### src/shared/fswd_pkg.sv
// constants and state types shared by the failsafe window watchdog
package fswd_pkg;

	//------------------------------------------------------------
	// trigger window, in time-base clocks
	//------------------------------------------------------------
	localparam logic [7:0] WIN_LO_STRICT = 8'h50; // 80: lower bound while not ok
	localparam logic [7:0] WIN_HI_STRICT = 8'ha9; // 169: upper bound while not ok
	localparam logic [7:0] WIN_LO_WIDE = 8'h4f; // 79: lower bound once ok
	localparam logic [7:0] WIN_HI_WIDE = 8'haa; // 170: upper bound once ok
	localparam logic [7:0] DROPOUT_CYC = 8'hfa; // 250 clocks with no trigger
	localparam logic [7:0] IVL_RESET = 8'h00; // no reference edge yet
	localparam logic [7:0] IVL_START = 8'h01; // value loaded on a trigger edge

	//------------------------------------------------------------
	// score counter
	//------------------------------------------------------------
	localparam logic [1:0] SCORE_MIN = 2'h0;
	localparam logic [1:0] SCORE_MAX = 2'h3;
	localparam logic [1:0] SCORE_STEP = 2'h1;

	//------------------------------------------------------------
	// supply fault filter, in clocks (plain defaults)
	//------------------------------------------------------------
	localparam logic [7:0] DEBOUNCE_CYC = 8'h08;
	localparam logic [7:0] RSTDLY_CYC = 8'h20;
	localparam logic [7:0] CNT_ZERO = 8'h00;
	localparam logic [7:0] CNT_ONE = 8'h01;

	// supply supervisor states
	typedef enum logic [1:0] {
		SUP_RUN = 2'b00,
		SUP_DEBOUNCE = 2'b01,
		SUP_DELAY = 2'b10
	} fswd_sup_t;

endpackage

### src/shared/fswd_trig_if.sv
// trigger edge carrier between the input conditioner and the watchdog core
`timescale 1ns/100ps
interface fswd_trig_if;
	logic edge_pulse; // one clock per rising edge of the trigger
	logic level; // synchronised trigger level

	modport src (
		output edge_pulse,
		output level
	);
	modport dst (
		input edge_pulse,
		input level
	);
endinterface

### src/hw/fswd_trig_sync.sv
// trigger synchroniser and rising edge detector
`timescale 1ns/100ps
module fswd_trig_sync (
	// clock, reset and enable
	input wire logic mclk,
	input wire logic nrst,
	input wire logic ce,
	// raw trigger from the microcontroller
	input wire logic trigger_in,
	// conditioned trigger
	fswd_trig_if.src trig
);

	typedef struct packed {
		logic meta; // first stage, read only by the second
		logic sync;
		logic prev;
		logic edge_seen;
	} fswd_sync_t;

	fswd_sync_t st_reg;
	fswd_sync_t st_next;

	//------------------------------------------------------------
	// two-stage sync, then edge compare on the clean copy
	//------------------------------------------------------------
	always_comb begin
		st_next = st_reg;
		st_next.meta = trigger_in;
		st_next.sync = st_reg.meta;
		st_next.prev = st_reg.sync;
		st_next.edge_seen = st_reg.sync & ~st_reg.prev;
	end

	// state register, frozen while ce is low
	always_ff @(posedge mclk) begin
		if (!nrst) begin
			st_reg <= '0;
		end else if (ce) begin
			st_reg <= st_next;
		end
	end

	assign trig.edge_pulse = st_reg.edge_seen;
	assign trig.level = st_reg.sync;

endmodule

### src/hw/fswd_watchdog.sv
// failsafe window watchdog core: trigger scoring, supply reset, output gating
`timescale 1ns/100ps
//------------------------------------------------------------
//------------------------------------------------------------
module fswd_watchdog (
	// clock, reset and enable
	input wire logic mclk,
	input wire logic nrst,
	input wire logic ce,
	// microcontroller inputs
	input wire logic trigger_in,
	input wire logic relay_request_in,
	// health inputs from the analog side
	input wire logic oscillator_fail_in,
	input wire logic undervolt_in,
	input wire logic overvolt_in,
	// watchdog status
	output logic window_ok_flag,
	output logic trig_too_fast,
	output logic trig_too_slow,
	output logic trig_dropout,
	// supply reset output, low while in reset
	output logic reset_n_out,
	// relay open-collector pin
	output logic relay_pin_out,
	output logic relay_pin_oe,
	// enable open-collector pin
	output logic enable_pin_out,
	output logic enable_pin_oe
);

	//------------------------------------------------------------
	// state of the whole core
	//------------------------------------------------------------
	typedef struct packed {
		logic [7:0] ivl; // clocks since the last trigger edge
		logic [1:0] score; // up/down score counter
		logic ok; // set/reset flag behind window_ok_flag
		fswd_pkg::fswd_sup_t sup; // supply supervisor state
		logic [7:0] sup_cnt; // debounce and reset delay count
		logic fast; // last verdict: period too short
		logic slow; // last verdict: period too long
		logic drop; // dropout seen since the last edge
		logic rst_n; // reset output level
		logic relay_on; // relay driver pulling low
		logic enable_on; // enable driver pulling low
	} fswd_core_t;

	fswd_core_t st_reg;
	fswd_core_t st_next;

	//------------------------------------------------------------
	// trigger conditioning
	//------------------------------------------------------------
	fswd_trig_if trig ();

	// edge detection kept apart so the first sync stage stays private
	fswd_trig_sync u_sync (
		.mclk(mclk),
		.nrst(nrst),
		.ce(ce),
		.trigger_in(trigger_in),
		.trig(trig.src)
	);

	//------------------------------------------------------------
	// window decode
	//------------------------------------------------------------
	logic [7:0] win_lo;
	logic [7:0] win_hi;
	logic no_ref;
	logic is_fast;
	logic is_slow;
	logic is_good;
	logic supply_fault;
	logic in_reset;
	logic dropout_now;
	logic wd_clear;

	// hysteresis: once ok the window widens by one clock on each side
	assign win_lo = st_reg.ok ? fswd_pkg::WIN_LO_WIDE : fswd_pkg::WIN_LO_STRICT;
	assign win_hi = st_reg.ok ? fswd_pkg::WIN_HI_WIDE : fswd_pkg::WIN_HI_STRICT;

	// verdict on the period just closed by an edge
	assign no_ref = (st_reg.ivl == fswd_pkg::IVL_RESET);
	assign is_fast = no_ref | (st_reg.ivl < win_lo);
	assign is_slow = ~no_ref & (st_reg.ivl > win_hi);
	assign is_good = ~is_fast & ~is_slow;

	// health conditions that pull the watchdog back to its start
	assign supply_fault = undervolt_in | overvolt_in;
	assign in_reset = (st_reg.sup == fswd_pkg::SUP_DELAY);
	assign dropout_now = (st_reg.ivl == fswd_pkg::DROPOUT_CYC);
	assign wd_clear = in_reset | oscillator_fail_in;

	//------------------------------------------------------------
	// next state
	//------------------------------------------------------------
	always_comb begin
		st_next = st_reg;

		// supply supervisor: glitch filter, then a restartable delay
		case (st_reg.sup)
			fswd_pkg::SUP_RUN: begin
				if (supply_fault) begin
					st_next.sup = fswd_pkg::SUP_DEBOUNCE;
					st_next.sup_cnt = fswd_pkg::CNT_ONE;
				end
			end
			fswd_pkg::SUP_DEBOUNCE: begin
				if (!supply_fault) begin
					// too short to count, outputs never moved
					st_next.sup = fswd_pkg::SUP_RUN;
					st_next.sup_cnt = fswd_pkg::CNT_ZERO;
				end else if (st_reg.sup_cnt >= fswd_pkg::DEBOUNCE_CYC - fswd_pkg::CNT_ONE) begin
					st_next.sup = fswd_pkg::SUP_DELAY;
					st_next.sup_cnt = fswd_pkg::CNT_ZERO;
				end else begin
					st_next.sup_cnt = st_reg.sup_cnt + fswd_pkg::CNT_ONE;
				end
			end
			fswd_pkg::SUP_DELAY: begin
				if (supply_fault) begin
					// a fresh pulse starts the delay over, so it may stretch
					st_next.sup_cnt = fswd_pkg::CNT_ZERO;
				end else if (st_reg.sup_cnt >= fswd_pkg::RSTDLY_CYC - fswd_pkg::CNT_ONE) begin
					st_next.sup = fswd_pkg::SUP_RUN;
					st_next.sup_cnt = fswd_pkg::CNT_ZERO;
				end else begin
					st_next.sup_cnt = st_reg.sup_cnt + fswd_pkg::CNT_ONE;
				end
			end
			default: begin
				// unknown code falls back into reset, the safe side
				st_next.sup = fswd_pkg::SUP_DELAY;
				st_next.sup_cnt = fswd_pkg::CNT_ZERO;
			end
		endcase

		// watchdog scoring
		if (wd_clear) begin
			// supply reset or dead oscillator: back to score 0, fault
			st_next.ivl = fswd_pkg::IVL_RESET;
			st_next.score = fswd_pkg::SCORE_MIN;
			st_next.ok = 1'b0;
			st_next.fast = 1'b0;
			st_next.slow = 1'b0;
			st_next.drop = 1'b0;
		end else if (trig.edge_pulse) begin
			// every edge restarts the interval and steps the score
			st_next.ivl = fswd_pkg::IVL_START;
			st_next.fast = is_fast;
			st_next.slow = is_slow;
			st_next.drop = 1'b0;
			if (is_good) begin
				if (st_reg.score != fswd_pkg::SCORE_MAX) begin
					st_next.score = st_reg.score + fswd_pkg::SCORE_STEP;
				end // saturates at the top
				if (st_reg.score >= fswd_pkg::SCORE_MAX - fswd_pkg::SCORE_STEP) begin
					st_next.ok = 1'b1;
				end
			end else begin
				if (st_reg.score != fswd_pkg::SCORE_MIN) begin
					st_next.score = st_reg.score - fswd_pkg::SCORE_STEP;
				end // saturates at the bottom
				if (st_reg.score <= fswd_pkg::SCORE_STEP) begin
					st_next.ok = 1'b0;
				end
			end
		end else if (dropout_now) begin
			// trigger lost: score and ok drop at once, interval holds
			st_next.score = fswd_pkg::SCORE_MIN;
			st_next.ok = 1'b0;
			st_next.drop = 1'b1;
		end else if (!no_ref) begin
			// count only after a reference edge; stops at the dropout mark
			st_next.ivl = st_reg.ivl + fswd_pkg::CNT_ONE;
		end

		// output gating, taken from the next flags so pins move with ok
		st_next.rst_n = (st_next.sup != fswd_pkg::SUP_DELAY);
		st_next.relay_on = relay_request_in & st_next.ok & st_next.rst_n;
		st_next.enable_on = ~st_next.ok | ~st_next.rst_n;
	end

	//------------------------------------------------------------
	// state register
	//------------------------------------------------------------
	// reset lands in the power-on delay with score 0 and ok low
	always_ff @(posedge mclk) begin
		if (!nrst) begin
			st_reg.ivl <= fswd_pkg::IVL_RESET;
			st_reg.score <= fswd_pkg::SCORE_MIN;
			st_reg.ok <= 1'b0;
			st_reg.sup <= fswd_pkg::SUP_DELAY;
			st_reg.sup_cnt <= fswd_pkg::CNT_ZERO;
			st_reg.fast <= 1'b0;
			st_reg.slow <= 1'b0;
			st_reg.drop <= 1'b0;
			st_reg.rst_n <= 1'b0;
			st_reg.relay_on <= 1'b0;
			st_reg.enable_on <= 1'b1;
		end else if (ce) begin
			st_reg <= st_next;
		end
	end

	//------------------------------------------------------------
	// outputs, each straight from a state flip-flop, except the two open-collector data bits, which are tied low
	//------------------------------------------------------------
	assign window_ok_flag = st_reg.ok;
	assign trig_too_fast = st_reg.fast;
	assign trig_too_slow = st_reg.slow;
	assign trig_dropout = st_reg.drop;
	assign reset_n_out = st_reg.rst_n;

	// open collector: the data bit is a constant low, only the enable moves
	assign relay_pin_out = 1'b0;
	assign relay_pin_oe = st_reg.relay_on;
	assign enable_pin_out = 1'b0;
	assign enable_pin_oe = st_reg.enable_on;

endmodule

### config.mk
export PLATFORM = sky130hd
export DESIGN_NAME = fswd_watchdog
export DESIGN_NICKNAME = d
export VERILOG_FILES = /design/src/shared/fswd_pkg.sv /design/src/shared/fswd_trig_if.sv /design/src/hw/fswd_trig_sync.sv /design/src/hw/fswd_watchdog.sv
export SDC_FILE = /design/constraint.sdc
export NUM_CORES = 1
export LEC_CHECK = 0
export BUFFER_PORTS_ARGS = -buffer_cell sky130_fd_sc_hd__buf_4
export CAP_MARGIN = 20
export CELL_PAD_IN_SITES_DETAIL_PLACEMENT = 0
export CELL_PAD_IN_SITES_GLOBAL_PLACEMENT = 2
export CORE_ASPECT_RATIO = 0.5
export CORE_UTILIZATION = 36
export CTS_CLUSTER_DIAMETER = 200
export DETAILED_ROUTE_END_ITERATION = 8
export GPL_TIMING_DRIVEN = 0
export PLACE_DENSITY_LB_ADDON = 0.1
export SLEW_MARGIN = 20
export SYNTH_ARGS = -nofsm -noshare
export SYNTH_HDL_FRONTEND = slang
export SYNTH_HIERARCHICAL = 1
export SYNTH_SLANG_ARGS = --single-unit
### constraint.sdc
create_clock -name mclk -period 2.68 [get_ports mclk]
set_input_delay 0.536 -clock mclk [delete_from_list [all_inputs] [get_ports mclk]]
set_output_delay 0.536 -clock mclk [all_outputs]
set_load 0.05 [all_outputs]
==> impl_metrics.env <==
export IMPL_crit_type="reg -> reg"
export IMPL_async_flop_share_pct=0
export IMPL_cap_violations=0
export IMPL_crit_start="window_ok_flag$_SDFFE_PN0P_"
export IMPL_synth_ff_type="dfxtp_1"
export IMPL_cts_made_buffers=5
export IMPL_track_usage_pct=16.1
export IMPL_violations="design-rule violations"
export IMPL_largest_reg_flops=20
export IMPL_cts_sink_count=31
export IMPL_clk_pin_slew_ps=60
export IMPL_vdd_drop_max_mv=0.185
export IMPL_insertedDiodeCount=0
export IMPL_netlist_area_um2=1880
export IMPL_slew_headroom_pct=58.3
export IMPL_worstPathArrival_ps=2660
export IMPL_power_w=0.000920
export IMPL_yosysWarnings=6
export IMPL_hold_viol_final=0
export IMPL_clk_latency_ps=280
export IMPL_syn_inst=219
export IMPL_r2r_end="st_reg[18]$_SDFFE_PN0P_"
export IMPL_finalSetupViolCount=0
export IMPL_dp_hpwl_um=3060
export IMPL_finalCritPeriodShare_pct=93.0
export IMPL_die_area_um2=5530
export IMPL_top_layer_used="met4"
export IMPL_dr_pass1_iters=6
export IMPL_dr_wl_met3_um=131
export IMPL_initial_core_util_pct=37.8
export IMPL_maxSlewViolCount=0
export IMPL_grt_overflow=0
export IMPL_hold_start="trig_too_slow$_SDFFE_PN0P_"
export IMPL_cts_tree="yes"
export IMPL_ant_nets=0
export IMPL_reg2reg_depth=7
export IMPL_cts_buffer_depth=2
export IMPL_whs_path_depth=2
export IMPL_finClkSkew_ps=2.42
export IMPL_grt_pass1_vias=1404
export IMPL_cp_end_kind="flip-flop"
export IMPL_p_per_area_nw_per_um2=423
export IMPL_place_congestion=0.725
export IMPL_outcome="finished with violations"
export IMPL_p_leak_nw=0.868
export IMPL_fmax_mhz=401
export IMPL_avgSynthCellArea_um2=8.58
export IMPL_routed_wl_um=4160
export IMPL_worst_pin_slew_ps=626
export IMPL_vias_per_cell=5.16
export IMPL_antenna_found_initial=0
export IMPL_rrSetupSlack_ps=190
export IMPL_h_tree_depth=2
export IMPL_wl_per_cell_um=13.3
export IMPL_vias=1610
export IMPL_io_pin_count=17
export IMPL_port_buffers=14
export IMPL_ys_types=50
export IMPL_rsz0062_at_grt="no"
export IMPL_wl_met2_um=1810
export IMPL_hold_path_end="trig_too_slow$_SDFFE_PN0P_"
export IMPL_cts_root_buf="clkbuf_8"
export IMPL_drive_above_1_share_pct=17.4
export IMPL_worstPathMaxFanout=6
export IMPL_rows=18
export IMPL_cp_start_kind="flip-flop"
export IMPL_met1_length_um=2210
export IMPL_die_y_um=53.1
export IMPL_hp_class="reg -> reg"
export IMPL_grt_max_degree=13
export IMPL_ys_seq_elements=31
export IMPL_fin_tns_setup_ps=0
export IMPL_coreArea_um2=4980
export IMPL_drcViolationCount=1
export IMPL_fin_crit_ps=2490
export IMPL_syn_to_final_growth_pct=15.8
export IMPL_r2r_start="window_ok_flag$_SDFFE_PN0P_"
export IMPL_initialDrtViolationCount=47
export IMPL_seq_area_frac_synth_pct=33.0
export IMPL_crit_required_ps=2850
export IMPL_die_x_um=104
export IMPL_synth_edf_count=0
export IMPL_nets=264
export IMPL_grt_pass1_wl_um=6840
final cells by class:
class / instances / area [µm²]
well taps: 70 / 87.6
plain buffers: 11 / 62.6
inverters: 11 / 41.3
fillers: 510 / 2800
flip-flops and latches: 31 / 622
multi-input cells: 167 / 1160
clock buffers: 6 / 82.6
clock inverters: 1 / 5.00
repair buffers: 15 / 113
cells in the mapped netlist (all sizes together) (2+ instances only):
library cell  count  area, µm²
o31ai             3       22.5
nor2             26       97.6
inv              11       41.3
nand3b            5       37.5
o21ai             9       45.0
nor2b             8       57.6
a32o              2       20.0
nand2b            2       12.5
nand2            14       52.6
nor4              3       18.8
buf               8       51.3
a21oi            10       50.1
nand4             8       56.3
nor3              6       30.0
clkbuf            3       11.3
nand3             2       10.0
and3              3       23.8
or3               5       36.3
a211o             2       17.5
a2111oi           2       23.8
mux2i             7       70.1
xnor2             2       17.5
o41ai             2       17.5
xor2              7       61.3
a211oi            3       22.5
dfxtp            31        621
mux2              2       22.5
ha               14        175
o211ai            2       15.0
nor3b             2       20.0
o21a              4       30.0
critical path, stage by stage, from the launching register on:
cell and delay (ps):
dfxtp_2 400, inv_1 150, ha_1 340, a2111oi_0 380, a21oi_1 220, mux2i_2 300
mux2_2 380, a32o_1 210
layout by cell type (no fill, tap or decap), drive strengths merged, types with 2 or more instances in the layout:
cell type  instances
xor2               7
clkbuf             9
o41ai              2
a21oi             10
o211ai             2
a2111oi            2
a32o               2
ha                14
xnor2              2
mux2               2
nand2b             2
o21a               4
a211oi             3
or3                5
nand4              8
o31ai              3
buf               23
nand3b             5
conb               2
nor3               6
and3               3
mux2i              7
dfxtp             31
nor4               3
nand3              2
nor2              26
o21ai              9
inv               11
nand2             14
nor2b              8
a211o              2
nor3b              2
cell families after synthesis:
family / Yosys count / synth area share (%)
other: 1 / 0.200
AND/OR/NAND/NOR: 86 / 25.0
XOR/XNOR: 9 / 4.19
multiplexers: 9 / 4.93
AO/OA/AOI/OAI: 47 / 17.8
adder cells (fa/ha/maj): 14 / 9.32
buffers and inverters: 22 / 5.53
flip-flops: 31 / 33.0
metal layers:
| layer | vias to the layer above | track usage, % |
|---|---|---|
| met5 | - | 0 |
| met4 | 0 | 4.29 |
| met3 | 2 | 4.43 |
| met2 | 22 | 26.3 |
| met1 | 752 | 21.2 |
| li1 | 834 | - |
worst max-delay path by stage:
stage	end	slack, ps	cells after the start
final	st_reg[18]$_SDFFE_PN0P_	190	7
after global routing	st_reg[18]$_SDFFE_PN0P_	60	7
after CTS	st_reg[18]$_SDFFE_PN0P_	6	7
after detailed placement	st_reg[18]$_SDFFE_PN0P_	20	7
after global placement	st_reg[18]$_SDFFE_PN0P_	50	7
after floorplan	st_reg[18]$_SDFFE_PN0P_	2	7
power breakdown:
part	leakage (nW)	switching, W	internal, W
registers	0.251	0.00000566	0.000466
clock network	0.0470	0.000170	0.000201
logic	0.570	0.0000493	0.0000278
total	0.868	0.000225	0.000695
repair_timing:
| item | in CTS | in global routing |
|---|---|---|
| setup endpoints to repair | 0 | 2 |
| hold buffers | 0 | 0 |
| buffers inserted | 0 | 1 |
| gates resized for setup | 0 | 2 |
per-stage QoR:
stage	cell area (µm²)	std cells	hold slack [ps]	utilization (%)	setup slack [ps]
6_report	2180	312	451	43.7	189
5_1_grt	2180	312	480	43.7	64.9
4_1_cts	2160	311	456	43.5	6.09
3_5_place_dp	2080	304	443	41.7	17.2
3_3_place_gp	2080	304	438	41.7	45.2
2_1_floorplan	1880	220	459	-	1.74
Note: power is estimated with default switching activity, not from simulation.
